===== src/design/level_detector_pkg.sv =====
// Purpose: constants for the input level detector and host test word
// Assumes: global write locations decoded in the detector from the host port wr_addr
// Notes: config fields sit in a 32-bit word, upper bits read as zero
package level_detector_pkg;
    localparam logic [15:0] addr_config = 16'hF805;
    localparam logic [15:0] addr_start = 16'hF806;
    localparam logic [15:0] addr_test_word = 16'hF807;
    localparam logic [15:0] addr_test_strobe = 16'hF808;
    localparam int bit_rectify = 21;
    localparam int bit_free_run = 20;
    localparam int leak_hi = 19;
    localparam int leak_lo = 18;
    localparam int mode_hi = 17;
    localparam int mode_lo = 16;
    localparam int cfg_width = 22;
    localparam logic [31:0] config_reset = 32'h0000_0000;
    localparam logic [15:0] test_word_reset = 16'h0000;
    localparam logic [1:0] mode_leaky = 2'h0;
    localparam logic [1:0] mode_peak = 2'h1;
    localparam logic [1:0] mode_integrate = 2'h2;
    localparam logic [1:0] leak_one = 2'h0;
    localparam logic [1:0] leak_8 = 2'h1;
    localparam logic [1:0] leak_12 = 2'h2;
    localparam logic [1:0] leak_16 = 2'h3;
    localparam int shift_8 = 8;
    localparam int shift_12 = 12;
    localparam int shift_16 = 16;
    localparam int acc_width = 40;
    localparam int frac_width = 16;
    localparam logic [15:0] interval_reset = 16'h0000;
    localparam int interval_hi = 15;
    localparam int interval_lo = 0;
    localparam int word_hi = 15;
    localparam int sample_sign = 15;
    localparam int result_lo = 8;
endpackage : level_detector_pkg


===== src/design/input_level_detector.sv =====
// Purpose: input level detector with host-driven test input word
// Assumes: write strobe and address come from logic on ref_clk
// Notes: sample_in and sample_enable_strobe are on ref_clk as well
`timescale 1ns/1ps
module input_level_detector (
    input wire logic ref_clk,
    input wire logic reset,
    input wire logic wr_en,
    input wire logic [15:0] wr_addr,
    input wire logic [31:0] wr_data,
    input wire logic [15:0] sample_in,
    input wire logic sample_enable_strobe,
    input wire logic detector_use_test_word,
    input wire logic channel_enable_bit,
    input wire logic channel_strobe_select,
    input wire logic interpolated_mode,
    output logic [31:0] config_read,
    output logic [15:0] test_word_read,
    output logic [15:0] test_word,
    output logic channel_sample_enable,
    output logic [31:0] level_result,
    output logic interval_done
);
    logic [31:0] cfg;
    logic [31:0] next_cfg;
    logic [15:0] tword;
    logic [15:0] next_tword;
    logic tstrobe;
    logic next_tstrobe;
    logic [39:0] acc;
    logic [39:0] next_acc;
    logic [16:0] count;
    logic [16:0] next_count;
    logic running;
    logic next_running;
    logic done;
    logic next_done;
    logic chan_en;
    logic next_chan_en;

    logic [15:0] src;
    logic src_en;
    logic [15:0] rect;
    logic [39:0] x_ext;
    logic [39:0] delta;
    logic update;

    logic start_wr;
    logic test_pulse;
    logic wr_config;
    logic wr_test_word;
    logic rectify_on;
    logic free_run_on;
    logic [1:0] leak_sel;
    logic [1:0] mode_sel;
    logic [15:0] interval_load;
    logic signed [39:0] diff;

    // register decode and config fields
    always_comb begin
        wr_config = wr_en && (wr_addr == level_detector_pkg::addr_config);
        wr_test_word = wr_en
            && (wr_addr == level_detector_pkg::addr_test_word);
        start_wr = wr_en && (wr_addr == level_detector_pkg::addr_start);
        test_pulse = wr_en
            && (wr_addr == level_detector_pkg::addr_test_strobe);
        rectify_on = cfg[level_detector_pkg::bit_rectify];
        free_run_on = cfg[level_detector_pkg::bit_free_run];
        leak_sel = cfg[level_detector_pkg::leak_hi:
            level_detector_pkg::leak_lo];
        mode_sel = cfg[level_detector_pkg::mode_hi:
            level_detector_pkg::mode_lo];
        interval_load = cfg[level_detector_pkg::interval_hi:
            level_detector_pkg::interval_lo];
    end

    // write-side register next values
    always_comb begin
        next_cfg = cfg;
        if (wr_config) begin
            next_cfg = {10'h000,
                wr_data[level_detector_pkg::cfg_width-1:0]};
        end
        next_tword = tword;
        if (wr_test_word) begin
            next_tword = wr_data[level_detector_pkg::word_hi:0];
        end
        next_tstrobe = test_pulse;
        // enable source chosen per channel
        next_chan_en = channel_strobe_select ? tstrobe
                                             : channel_enable_bit;
    end

    // config, test word and strobe registers
    always_ff @(posedge ref_clk or posedge reset) begin
        if (reset) begin
            cfg <= level_detector_pkg::config_reset;
            tword <= level_detector_pkg::test_word_reset;
            tstrobe <= 1'b0;
            chan_en <= 1'b0;
        end else begin
            cfg <= next_cfg;
            tword <= next_tword;
            tstrobe <= next_tstrobe;
            chan_en <= next_chan_en;
        end
    end

    // detector datapath and interval control
    always_comb begin
        // sample source, rectifier and interpolation zeroing
        src = detector_use_test_word ? tword : sample_in;
        src_en = detector_use_test_word ? chan_en : sample_enable_strobe;
        rect = src;
        if (rectify_on && src[level_detector_pkg::sample_sign]) begin
            rect = ~src;
        end
        if (interpolated_mode && src_en) begin
            rect = 16'h0000;
        end
        update = interpolated_mode ? 1'b1 : src_en;
        x_ext = {{8{rect[level_detector_pkg::sample_sign]}}, rect, 16'h0000};
        // signed difference keeps the leak step sign-correct
        diff = $signed(x_ext - acc);
        delta = diff;
        unique case (leak_sel)
            level_detector_pkg::leak_one: delta = diff;
            level_detector_pkg::leak_8: begin
                delta = diff >>> level_detector_pkg::shift_8;
            end
            level_detector_pkg::leak_12: begin
                delta = diff >>> level_detector_pkg::shift_12;
            end
            level_detector_pkg::leak_16: begin
                delta = diff >>> level_detector_pkg::shift_16;
            end
        endcase

        next_acc = acc;
        next_count = count;
        next_running = running;
        next_done = done;
        if (start_wr) begin
            next_acc = 40'h00_0000_0000;
            next_count = {1'b0, interval_load} + 17'h0_0001;
            next_running = 1'b1;
            next_done = 1'b0;
        end else if (update && (running || free_run_on)) begin
            unique case (mode_sel)
                level_detector_pkg::mode_leaky: begin
                    next_acc = acc + delta;
                end
                level_detector_pkg::mode_integrate: begin
                    next_acc = acc + x_ext;
                end
                default: begin
                    // peak and reserved codes leave the value frozen
                    next_acc = acc;
                end
            endcase
            if (running) begin
                if (count == 17'h0_0000) begin
                    next_running = 1'b0;
                    next_done = 1'b1;
                end else begin
                    next_count = count - 17'h0_0001;
                end
            end
        end
    end

    // accumulator, interval counter and status
    always_ff @(posedge ref_clk or posedge reset) begin
        if (reset) begin
            acc <= 40'h00_0000_0000;
            count <= 17'h0_0000;
            running <= 1'b0;
            done <= 1'b0;
        end else begin
            acc <= next_acc;
            count <= next_count;
            running <= next_running;
            done <= next_done;
        end
    end

    // outputs register the next values
    always_ff @(posedge ref_clk or posedge reset) begin
        if (reset) begin
            config_read <= 32'h0000_0000;
            test_word_read <= 16'h0000;
            test_word <= 16'h0000;
            channel_sample_enable <= 1'b0;
            level_result <= 32'h0000_0000;
            interval_done <= 1'b0;
        end else begin
            config_read <= next_cfg;
            test_word_read <= next_tword;
            test_word <= next_tword;
            channel_sample_enable <= next_chan_en;
            level_result <= next_acc[39:level_detector_pkg::result_lo];
            interval_done <= next_done;
        end
    end
endmodule : input_level_detector


===== config.mk =====
export PLATFORM = sky130hd
export DESIGN_NAME = input_level_detector
export DESIGN_NICKNAME = d
export VERILOG_FILES = /design/src/design/level_detector_pkg.sv /design/src/design/input_level_detector.sv
export SDC_FILE = /design/constraint.sdc
export NUM_CORES = 1
export LEC_CHECK = 0
export BUFFER_PORTS_ARGS = -buffer_cell sky130_fd_sc_hd__buf_2
export CELL_PAD_IN_SITES_DETAIL_PLACEMENT = 0
export CELL_PAD_IN_SITES_GLOBAL_PLACEMENT = 1
export CORE_MARGIN = 3
export CORE_UTILIZATION = 40
export DETAILED_ROUTE_END_ITERATION = 8
export PLACE_DENSITY = 0.86
export RECOVER_POWER = 25
export SLEW_MARGIN = 40
export SYNTH_ARGS = -nofsm -noshare
export SYNTH_HDL_FRONTEND = slang
export SYNTH_SLANG_ARGS = --single-unit
export TNS_END_PERCENT = 10

===== constraint.sdc =====
create_clock -name ref_clk -period 7.6 [get_ports ref_clk]
set_input_delay 1.52 -clock ref_clk [delete_from_list [all_inputs] [get_ports ref_clk]]
set_output_delay 1.52 -clock ref_clk [all_outputs]
set_load 0.03 [all_outputs]

# ---- Word-level counts from Yosys, hierarchy flattened
# Index checks and enable logic that the tools add are counted.
# W data, S select, Z words.
dict set report word_totals {
  register_bits 99
  inputBits 72
  output_inout_bits 98
  word_cells 64
}
dict set report classes {
  addsub 5
  eq_ne 9
  n_mux 22
  bitwise 1
  n_reduce_logical 18
}
# op count
set ops {}
lappend ops {{$pmux W40 S4} 1}
lappend ops {{$add A40 B40 Y40} 2}
lappend ops {{$mux W40} 2}
lappend ops {{$pmux W40 S2} 1}
lappend ops {{$mux W17} 4}
lappend ops {{$eq A16 B16 Y1 const B} 4}
lappend ops {{$mux W16} 3}
lappend ops {{$sub A40 B40 Y40} 1}
lappend ops {{$add A16 B1 Y17 const B} 1}
lappend ops {{$logic_not A17 Y1} 1}
lappend ops {{$sub A17 B1 Y17 const B} 1}
lappend ops {{$not A16 Y16} 1}
lappend ops {{$mux W1} 11}
lappend ops {{$logic_and A1 B1 Y1} 7}
lappend ops {{$eq A2 B2 Y1 const B} 3}
lappend ops {{$reduce_and A3 Y1} 2}
lappend ops {{$reduce_bool A2 Y1} 3}
lappend ops {{$logic_not A2 Y1} 2}
lappend ops {{$reduce_bool A3 Y1} 1}
lappend ops {{$eq A2 B1 Y1 const B} 1}
lappend ops {{$ne A2 B2 Y1 const B} 1}
lappend ops {{$reduce_and A2 Y1} 1}
lappend ops {{$logic_or A1 B1 Y1} 1}

# ---- Logic depth before layout (Yosys ltp)
# Gate-level depths: netlist of the first run.
dict set report logic_depth {
  ltp_word 10
  mapped_depth 33
  mapped_depth_nobuf 30
}

# ---- Worst setup path before layout of the first run
# OpenSTA, ideal clock, no wires.
dict set report synth_timing {
  path_type {input to register}
  startpoint {input detector_use_test_word}
  endpoint {register acc[36]}
  setup_time_ns 0.132
  arrival_time_ns 8.318
  required_time_ns 7.468
  path_slack_ns -0.850
  cell_stages 27
  n_path_buf 2
  path_cell_list {mux2_4 -> and2_1 -> buf_2 -> nor3_1 -> ha_1 -> clkbuf_1 -> and3_1 -> nand2_1 -> a21oi_1 -> nor4b_2 -> a22oi_2 -> a221o_1 -> xor2_1 -> mux4_2 -> ha_1 -> a21o_1 -> a31oi_1 -> o21bai_1 -> a21o_1 -> a21o_1 -> a21oi_1 -> o31ai_1 -> a21boi_0 -> o21ai_0 -> xnor2_1 -> a221oi_1 -> o21ai_1}
}
dict set report synth_between {
  elab_chain_len 10
  elab_cells_between_ends 18
  classes_between {3 x add/sub; 9 x mux; 1 x bitwise; 5 x reduce/logical}
}
# element line_no
set synth_rtl {}
lappend synth_rtl {{from (decl)} input_level_detector.sv:13} ;# input wire logic detector_use_test_word,
lappend synth_rtl {{$mux W16} input_level_detector.sv:112} ;# src = detector_use_test_word ? tword : sample_in;
lappend synth_rtl {{$logic_and A1 B1 Y1 or $not A16 Y16 (tied branches)} {input_level_detector.sv:115, input_level_detector.sv:116}}
lappend synth_rtl {{$mux W16} input_level_detector.sv:115} ;# if (rectify_on && src[level_detector_pkg::sample_sign]) begin
lappend synth_rtl {{$mux W16} input_level_detector.sv:118} ;# if (interpolated_mode && src_en) begin
lappend synth_rtl {{$sub A40 B40 Y40} input_level_detector.sv:124} ;# diff = $signed(x_ext - acc);
lappend synth_rtl {{$pmux W40 S4} input_level_detector.sv:126} ;# unique case (leak_sel)
lappend synth_rtl {{$add A40 B40 Y40} input_level_detector.sv:151} ;# next_acc = acc + delta;
lappend synth_rtl {{$pmux W40 S2} input_level_detector.sv:149} ;# unique case (mode_sel)
lappend synth_rtl {{$mux W40} input_level_detector.sv:148} ;# end else if (update && (running || free_run_on)) begin
lappend synth_rtl {{$mux W40} input_level_detector.sv:143} ;# if (start_wr) begin
lappend synth_rtl {{to (signal assigned)} input_level_detector.sv:180} ;# acc <= next_acc;
lappend synth_rtl {{to (decl)} input_level_detector.sv:30} ;# logic [39:0] acc;
# Several ways; a longest one is shown, not always the timed one. The select of a mux whose other input is x is not followed.
# A chain may end at the register's enable or synchronous reset.

# ---- Worst setup path in the final report of the first run
# Same ends and word-level chain as after synthesis.

==> results of run 1 <==
-- how the worst max path moves through the flow --
stage                                       from       to  slack [ps]  cells after the start
after floorplan           detector_use_test_word  acc[36]          10                     32
after global placement    detector_use_test_word  acc[39]        -300                     29
after detailed placement  detector_use_test_word  acc[39]        -360                     29
after CTS                 detector_use_test_word  acc[39]          10                     30
after global routing      detector_use_test_word  acc[34]         -80                     35
final                     detector_use_test_word  acc[36]         230                     34
-- through the flow --
stage               cells  util (%)
floorplan            1372         -
global placement     1964     48.39
detailed placement   1964     48.42
CTS                  1980     49.59
global route         1984     50.44
finish               1984     50.44
-- synthesized netlist by cell type (3+ instances only) --
library cell    n  share of area, %
and2_1          6              0.34
o21ai_1         4              0.18
a21o_1         30               2.0
a31oi_1        12              0.67
ha_1           92                10
nor4_1          8              0.45
o221ai_1        5              0.39
xnor2_1        91               7.2
maj3_1          8              0.72
nand4_1        15              0.84
a32oi_1         4              0.31
o2111ai_1       4              0.31
buf_4          59               4.0
a22oi_1         4              0.27
a211oi_1       20               1.3
a21oi_1       142               6.4
or3_1          14              0.79
and3_1         13              0.73
o21ai_0        54               2.4
nand3_1        24               1.1
mux2_2         40               4.0
dfrtp_1        99                22
nand2_1        96               3.2
mux2i_1        19               1.7
nor3_1         29               1.3
buf_1           5              0.17
o21a_1          5              0.34
nand2b_1       15              0.84
mux4_2         16               3.2
buf_2           4              0.18
nor2b_1        14              0.79
o211ai_1       10              0.67
xor2_1         33               2.6
clkbuf_1       48               1.6
nor2_1        151               5.1
o21bai_1       16               1.1
nor3b_1         3              0.20
o311ai_0        3              0.24
or2_2           4              0.22
a31o_2          4              0.31
inv_1          70               2.4
o31ai_1         6              0.40
a221o_1         5              0.45
-- registers in the layout (all words and copies together), names as in the netlist --
signal,cells
channel_sample_enable,1
config_read,22
count,17
tstrobe,1
interval_done,1
acc,40
running,1
test_word,16
-- metal layers --
layer	share of wire, %	wire, µm	track usage, %	up-vias
met1	44	16080	32.18	5202
met3	7.0	2546	3.206	60
met2	46	16700	38.19	424
met4	2.3	828	7.027	0
met5	0	0	0	-
li1	-	-	-	5305
-- layout make-up --
class                           count  area, µm²
Fill cell                        2674      13470
Clock inverter                      7      86.33
Inverter                           70      264.0
Timing Repair Buffer              341       2200
Tap cell                          372      465.4
Multi-Input combinational cell   1086       7990
Clock buffer                        9      225.2
Sequential cell                    99       2477
-- report_power, final --
part	switching, mW	internal, mW
clock	0.261	0.239
combinational	0.510	0.430
sequential	0.0198	0.535
-- cells by family after synthesis --
family                   count (synthesis)
AO/OA/AOI/OAI                          363
XOR/XNOR                               126
adder cells (fa/ha/maj)                101
buffers and inverters                  187
flip-flops                              99
multiplexers                            78
other                                    1
AND/OR/NAND/NOR                        408
-- critical path: cells and delay by family --
kind | cells | cell delay, ps
adders and majority gates | 2 | 640
AOI/OAI and AO/OA | 17 | 3240
muxes | 1 | 250
xor gates and xnor gates | 3 | 640
buffers and inverters | 7 | 920
and+or+nand+nor | 4 | 410
-- repair_timing --
action,4_1_cts,5_1_grt
gates resized for setup,1,43
hold buffers,0,0
endpoints found under the setup margin,1,14
setup buffers,0,4
pin swaps,0,10
==> impl_metrics.tcl, run 1 <==
set metrics [dict create \
    drc 0 \
    power_density_nw_per_um2 145.5 \
    cts_made_buffers 9 \
    crit_path_top_delay_cell "a2111o_1" \
    cts_tree "done" \
    finish.net_count 1772 \
    criticalPathCategory "input port to register" \
    viasPerCell 5.540 \
    ant_nets 0 \
    synth_top_family_by_area "compound AO/OA/AOI/OAI gates" \
    layout.cells.most_common "buf_4" \
    synth_area_per_cell_um2 8.164 \
    die_w_um 172.8 \
    ys.flop_type "dfrtp_1" \
    rows 60 \
    drt_iter0_drc 950 \
    postLayoutCellArea_um2 13710 \
    synth_area_um2 11130 \
    vias 10990 \
    antenna_cells 0 \
    clk_path_buf_depth 2 \
    timing.rr.start "test_word[15]" \
    timing.fmax_mhz 135.7 \
    start_util_pct 40.94 \
    failed_checks "max-capacitance violations, max-slew violations" \
    post-route-period-util_pct 96.99 \
    hold_depth 1 \
    setup_viol 0 \
    power_mw 1.995 \
    setup-tns-final_ps 0 \
    synth_edf_count 0 \
    rr_endpoint "acc[36]" \
    synth-compound-area-share_pct 21.28 \
    tightestPinTransition_ps 3589 \
    h-tree-depth 3 \
    rsz0062_at_grt "true" \
    die_area_um2 29850 \
    maxCapViolations 2 \
    vdd_drop_max_mv 0.09652 \
    cp.arrival_ps 7620 \
    insertion_delay_ps 370 \
    clk_pin_slew_worst_paths_ps 90 \
    ys_ff_latch 99 \
    routed_wl_um 36160 \
    maxSlewHeadroom_pct -139.3 \
    synthArstFlopShare_pct 100.0 \
    hold_viol 0 \
    grt.overflow.total 0 \
    status "finished with violations" \
    ys_seq_area_share_pct 22.26 \
    port_buffers 149 \
    dpl.hpwl_um 28250 \
    drt-wirelength-per-cell_um 18.22 \
    synth_cells 1363 \
    fin_ws_ps 228.4 \
    critPathLaunchType "input port" \
    period_needed_ps 7372 \
    first_pass_iters 5 \
    p_leak_nw 6.878 \
    grt_usage_pct 23.34 \
    worstPathRequired_ps 7850 \
    gp_congestion 0.9649 \
    place_worst_setup_slack_ps -356.0 \
    finalClockSkew_ps 16.37 \
    grt_pass1_wl_um 56390 \
    final_layout_size_suffix_gt1_share_pct 30.09 \
    whs_ps 502.9 \
    final_cell_mix "buf_4, buf_2, nor2_1" \
    yosys_warnings 0 \
    r2r_slack_ps 1000 \
    drv_slew 102 \
    grt_antenna_before_repair 0 \
    area_delta_synth_final_pct 23.20 \
    grt_max_degree 67 \
    die_y_um 172.8 \
    hp-class "register to register" \
    core_um2 27180 \
    placed_area_um2 13160 \
    grt_pass1_vias 10420 \
    clock-sinks 99 \
    root_buffer "clkbuf_16" \
    worstSetupEndpointType "register" \
    r2r_cells 33 \
    synth_adder_area_share_pct 11.24 \
    synthMuxAreaShare_pct 9.389 \
    io-pin-count 170 \
    hold_start "tstrobe" \
    cpMostUsedCell "buf_4" \
    crit_path_max_fanout 11 \
    whs_endpoint "channel_sample_enable" \
    max_stage_delay_ps 510 \
    synthSimpleGateAreaFrac_pct 17.27 \
    yosys.area_share.xor_xnor_pct 10.11 \
    synth.distinct_cells 86 \
]
(Power assumes the default switching activity.)
==> run 2, diff against run 1 <==
--- a/config.mk
+++ b/config.mk
@@ -11,8 +11,9 @@
 export CORE_MARGIN = 3
 export CORE_UTILIZATION = 40
 export DETAILED_ROUTE_END_ITERATION = 8
+export MAX_ROUTING_LAYER = met4
 export PLACE_DENSITY = 0.86
-export RECOVER_POWER = 25
+export RECOVER_POWER = 50
 export SLEW_MARGIN = 40
 export SYNTH_ARGS = -nofsm -noshare
 export SYNTH_HDL_FRONTEND = slang
==> impl_metrics.tcl, run 2 (synthesis results as in run 1) <==
set metrics [dict create \
    setup_viol 0 \
    h-tree-depth 3 \
    place_inst 1974 \
    grt_max_degree 75 \
    failed_checks "max-capacitance violations, max-slew violations" \
    dpl.hpwl_um 28740 \
    finalClockSkew_ps 24.48 \
    place_worst_setup_slack_ps -432.5 \
    crit_path_top_delay_cell "maj3_1" \
    cts_tree "done" \
    cp.arrival_ps 7670 \
    gp_congestion 0.9451 \
    clk_path_buf_depth 2 \
    insertion_delay_ps 380 \
    final_layout_size_suffix_gt1_share_pct 28.78 \
    drv_slew 75 \
    io-pin-count 170 \
    antenna_cells 0 \
    die_area_um2 29850 \
    area_delta_synth_final_pct 24.67 \
    power_density_nw_per_um2 147.9 \
    layout_top_registers "acc x40, config_read x22, count x17" \
    cts_made_buffers 9 \
    hold_viol 0 \
    routed_wl_um 37070 \
    crit_path_max_fanout 14 \
    start_util_pct 40.94 \
    timing.fmax_mhz 135.9 \
    comb_power_share_pct 47.6 \
    final_cells 1998 \
    ant_nets 0 \
    vias 10970 \
    finish.net_count 1786 \
    critPathLaunchType "input port" \
    status "finished with violations" \
    port_buffers 149 \
    intPower_mw 1.220 \
    cpMostUsedCell "a21oi_2" \
    first_pass_iters 5 \
    layout.cells.most_common "buf_4" \
    clock-sinks 99 \
    p_leak_nw 6.791 \
    criticalPathCategory "input port to register" \
    period_needed_ps 7361 \
    tightestPinTransition_ps 4201 \
    largest_reg_flops 40 \
    clock_power_share_pct 25.3 \
    switching_share_pct 40.53 \
    final_cell_mix "buf_4, nor2_1, a21oi_1" \
    drt_iter0_drc 907 \
    maxCapViolations 1 \
    vdd_drop_max_mv 0.1022 \
    drc 0 \
    fin_ws_ps 239.5 \
    worst-path-buf-inv 4 \
    max_stage_delay_ps 380 \
    grt.overflow.total 0 \
    grt_antenna_before_repair 0 \
    drt-wirelength-per-cell_um 18.55 \
    rsz0062_at_grt "true" \
    die_y_um 172.8 \
    maxSlewHeadroom_pct -180.1 \
    viasPerCell 5.492 \
    rows 60 \
    root_buffer "clkbuf_16" \
    clk_pin_slew_worst_paths_ps 90 \
    core_um2 27180 \
    worstPathRequired_ps 7900 \
    fillers 2678 \
    die_w_um 172.8 \
    hp-class "register to register" \
    grt_pass1_wl_um 57770 \
    switchingPower_mw 0.8318 \
    cts_hold_buf 0 \
    power_mw 2.052 \
    largest-register "acc" \
    grt_pass1_vias 10560 \
    crit_family "compound AO/OA/AOI/OAI gates" \
    post-route-period-util_pct 96.85 \
    grt_usage_pct 24.65 \
    power_frac_seq_pct 27.1 \
    worstSetupEndpointType "register" \
]
run 2: power groups by stage:
| stage | sequential, mW | combinational, mW | clock (mW) |
|---|---|---|---|
| after floorplan | 0.555 | 0.561 | 0 |
| after global placement | 0.566 | 0.891 | 0 |
| after detailed placement | 0.566 | 0.901 | 0 |
| after CTS | 0.555 | 0.911 | 0.526 |
| after global routing | 0.558 | 1.06 | 0.543 |
| final | 0.556 | 0.977 | 0.519 |
run 2: per-stage QoR:
stage          utilization (%)  area, µm²  hold WS (ps)  TNS (ps)
2_1_floorplan                -      11180         454.1         0
3_3_place_gp             48.67      13230         487.4     -1888
3_5_place_dp             48.69      13230         476.1     -2664
4_1_cts                  49.89      13560         511.0         0
5_1_grt                  51.05      13870         525.2    -521.3
6_report                 51.05      13870         502.2         0
run 2: what timing repair did:
action	CTS	global route
endpoints found under the setup margin	2	17
pin swaps	0	21
resized for setup	3	59
buffers inserted	0	7
gates cloned	0	1
run 2: final timing paths:
check | from | endpoint | slack [ps] | cells after the start
worst max-delay path | detector_use_test_word | acc[39] | 240 | 32
worst min-delay path | tstrobe | channel_sample_enable | 500 | 1
worst max register to register | config_read[21] | acc[32] | 1150 | 32
worst min register to register | tstrobe | channel_sample_enable | 500 | 1
max in group asynchronous | reset | config_read[19] | 1650 | 3
min in group asynchronous | reset | acc[31] | 1410 | 2
run 2: area by class of cell:
cell class | instances | area, µm² | area share [%]
multi-input combinational | 1086 | 8075 | 58.21
clock buffer | 9 | 225.2 | 1.624
sequential | 99 | 2477 | 17.86
clock inverter | 7 | 91.34 | 0.6584
inverter | 70 | 264.0 | 1.903
tap | 372 | 465.4 | 3.355
timing repair buffer | 355 | 2273 | 16.39
run 2: metal layers:
layer	up-vias	track usage, %	routed length, µm	share of wire (%)
met2	404	39.40	17260	47
met5	-	-	0	0
met1	5202	33.25	16790	45
li1	5321	-	-	-
met3	46	3.382	2260	6.1
met4	0	5.980	750	2.0
==> run 3, diff against run 2 <==
--- a/config.mk
+++ b/config.mk
@@ -11,11 +11,9 @@
 export CORE_MARGIN = 3
 export CORE_UTILIZATION = 40
 export DETAILED_ROUTE_END_ITERATION = 8
-export MAX_ROUTING_LAYER = met4
 export PLACE_DENSITY = 0.86
 export RECOVER_POWER = 50
 export SLEW_MARGIN = 40
 export SYNTH_ARGS = -nofsm -noshare
 export SYNTH_HDL_FRONTEND = slang
 export SYNTH_SLANG_ARGS = --single-unit
-export TNS_END_PERCENT = 10
==> impl_metrics.tcl, run 3 (synthesis results as in run 1) <==
set metrics [dict create \
    criticalPathCategory "input port to register" \
    gp_congestion 0.9649 \
    whs_ps 502.5 \
    place_worst_setup_slack_ps -356.0 \
    hold_viol 0 \
    dpl.hpwl_um 28250 \
    routed_wl_um 36000 \
    grt.overflow.total 0 \
    layout_top_registers "acc x40, config_read x22, count x17" \
    largest_reg_flops 40 \
    hold_depth 1 \
    r2r_cells 31 \
    switching_share_pct 39.59 \
    port_buffers 149 \
    crit_path_max_fanout 11 \
    fin_ws_ps 271.4 \
    fillers 2693 \
    root_buffer "clkbuf_16" \
    maxSlewHeadroom_pct -139.4 \
    cts_tree "done" \
    crit_path_top_delay_cell "mux4_2" \
    area_delta_synth_final_pct 22.89 \
    hp-class "register to register" \
    drv_slew 102 \
    drc 0 \
    grt_pass1_vias 10420 \
    insertion_delay_ps 370 \
    max_stage_delay_ps 530 \
    h-tree-depth 3 \
    finalClockSkew_ps 16.13 \
    maxCapViolations 2 \
    power_mw 1.994 \
    vdd_drop_max_mv 0.09672 \
    vias 10980 \
    grt_antenna_before_repair 0 \
    rows 60 \
    finish.net_count 1772 \
    first_pass_iters 7 \
    grt_usage_pct 23.34 \
    clock-sinks 99 \
    die_w_um 172.8 \
    grt_max_degree 67 \
    power_density_nw_per_um2 145.8 \
    timing.rr.start "test_word[15]" \
    r2r_slack_ps 1030 \
    power_frac_seq_pct 27.8 \
    drt-wirelength-per-cell_um 18.14 \
    clock_power_share_pct 25.0 \
    cts_hold_buf 0 \
    p_leak_nw 6.709 \
    timing.fmax_mhz 136.5 \
    antenna_cells 0 \
    viasPerCell 5.536 \
    layout.cells.most_common "buf_4" \
    worstPathRequired_ps 7850 \
    failed_checks "max-capacitance violations, max-slew violations" \
    grt_pass1_wl_um 56390 \
    ant_nets 0 \
    clk_pin_slew_worst_paths_ps 90 \
    final_layout_size_suffix_gt1_share_pct 27.85 \
    intPower_mw 1.204 \
    drt_iter0_drc 855 \
    final_cell_mix "buf_4, nor2_1, a21oi_1" \
    start_util_pct 40.94 \
    die_y_um 172.8 \
    largest-register "acc" \
    setup-tns-final_ps 0 \
    switchingPower_mw 0.7894 \
    critPathLaunchType "input port" \
    die_area_um2 29850 \
    status "finished with violations" \
    cts_made_buffers 9 \
    tightestPinTransition_ps 3591 \
    rsz0062_at_grt "true" \
    setup_viol 0 \
    comb_power_share_pct 47.1 \
    hold_start "tstrobe" \
    post-route-period-util_pct 96.43 \
    core_um2 27180 \
    io-pin-count 170 \
    clk_path_buf_depth 2 \
    whs_endpoint "channel_sample_enable" \
    worstSetupEndpointType "register" \
    cp.arrival_ps 7580 \
    period_needed_ps 7329 \
    rr_endpoint "acc[36]" \
]
## run 3: cell count changes in the layout (fill, tap and decap cells not counted), moves of 3 or more
cell     change
nor2_1       -3
inv_8        +4
o21ai_0      +3
a21oi_1      +5
buf_4       -13
a21oi_2      -5
nor2_2       +3
## run 3: cell type report
type | instances | area (µm²) | area share [%]
tap | 372 | 465.4 | 3.404
multi-input combinational | 1086 | 8008 | 58.56
sequential | 99 | 2477 | 18.12
clock buffer | 9 | 225.2 | 1.647
inverter | 70 | 264.0 | 1.931
timing repair buffer | 341 | 2148 | 15.71
clock inverter | 7 | 86.33 | 0.6313
## run 3: per-stage QoR
stage	cells	area (µm²)	util (%)
global placement	1964	13150	48.39
global route	1984	13670	50.32
detailed placement	1964	13160	48.42
floorplan	1372	11180	-
CTS	1980	13480	49.59
finish	1984	13670	50.32
## run 3: repair_timing
| action | in CTS | in global routing |
|---|---|---|
| resized for setup | 1 | 48 |
| pin swaps | 0 | 10 |
| buffers inserted | 0 | 4 |
| setup endpoints to repair | 1 | 14 |
## run 3: per-layer routing
layer | GRT usage [%] | wire length (µm)
met4 | 7.027 | 814
met5 | 0 | 0
met3 | 3.206 | 2437
met1 | 32.18 | 16030
met2 | 38.19 | 16710
## run 3: worst max path at each step
stage / from / endpoint / slack [ps] / cells after the start
after global placement: detector_use_test_word / acc[39] / -300 / 29
after global routing: detector_use_test_word / acc[34] / -60 / 35
after detailed placement: detector_use_test_word / acc[39] / -360 / 29
after CTS: detector_use_test_word / acc[39] / 10 / 30
final: detector_use_test_word / acc[36] / 270 / 34
after floorplan: detector_use_test_word / acc[36] / 10 / 32
## run 3: worst max-delay path: cells and delay by family
kind                       cells  cell delay, ps
AOI/OAI and AO/OA             16            2760
xor gates and xnor gates       3             470
adders and majority gates      2             460
buffers and inverters          5             730
muxes                          2             780
and+or+nand+nor                6             870
## run 3: power by group through the flow
stage / Sequential [mW] / Combinational (mW) / Clock, mW
after floorplan: 0.555 / 0.561 / 0
after global placement: 0.565 / 0.875 / 0
after detailed placement: 0.565 / 0.886 / 0
after CTS: 0.555 / 0.894 / 0.507
after global routing: 0.557 / 1.02 / 0.530
final: 0.555 / 0.940 / 0.499
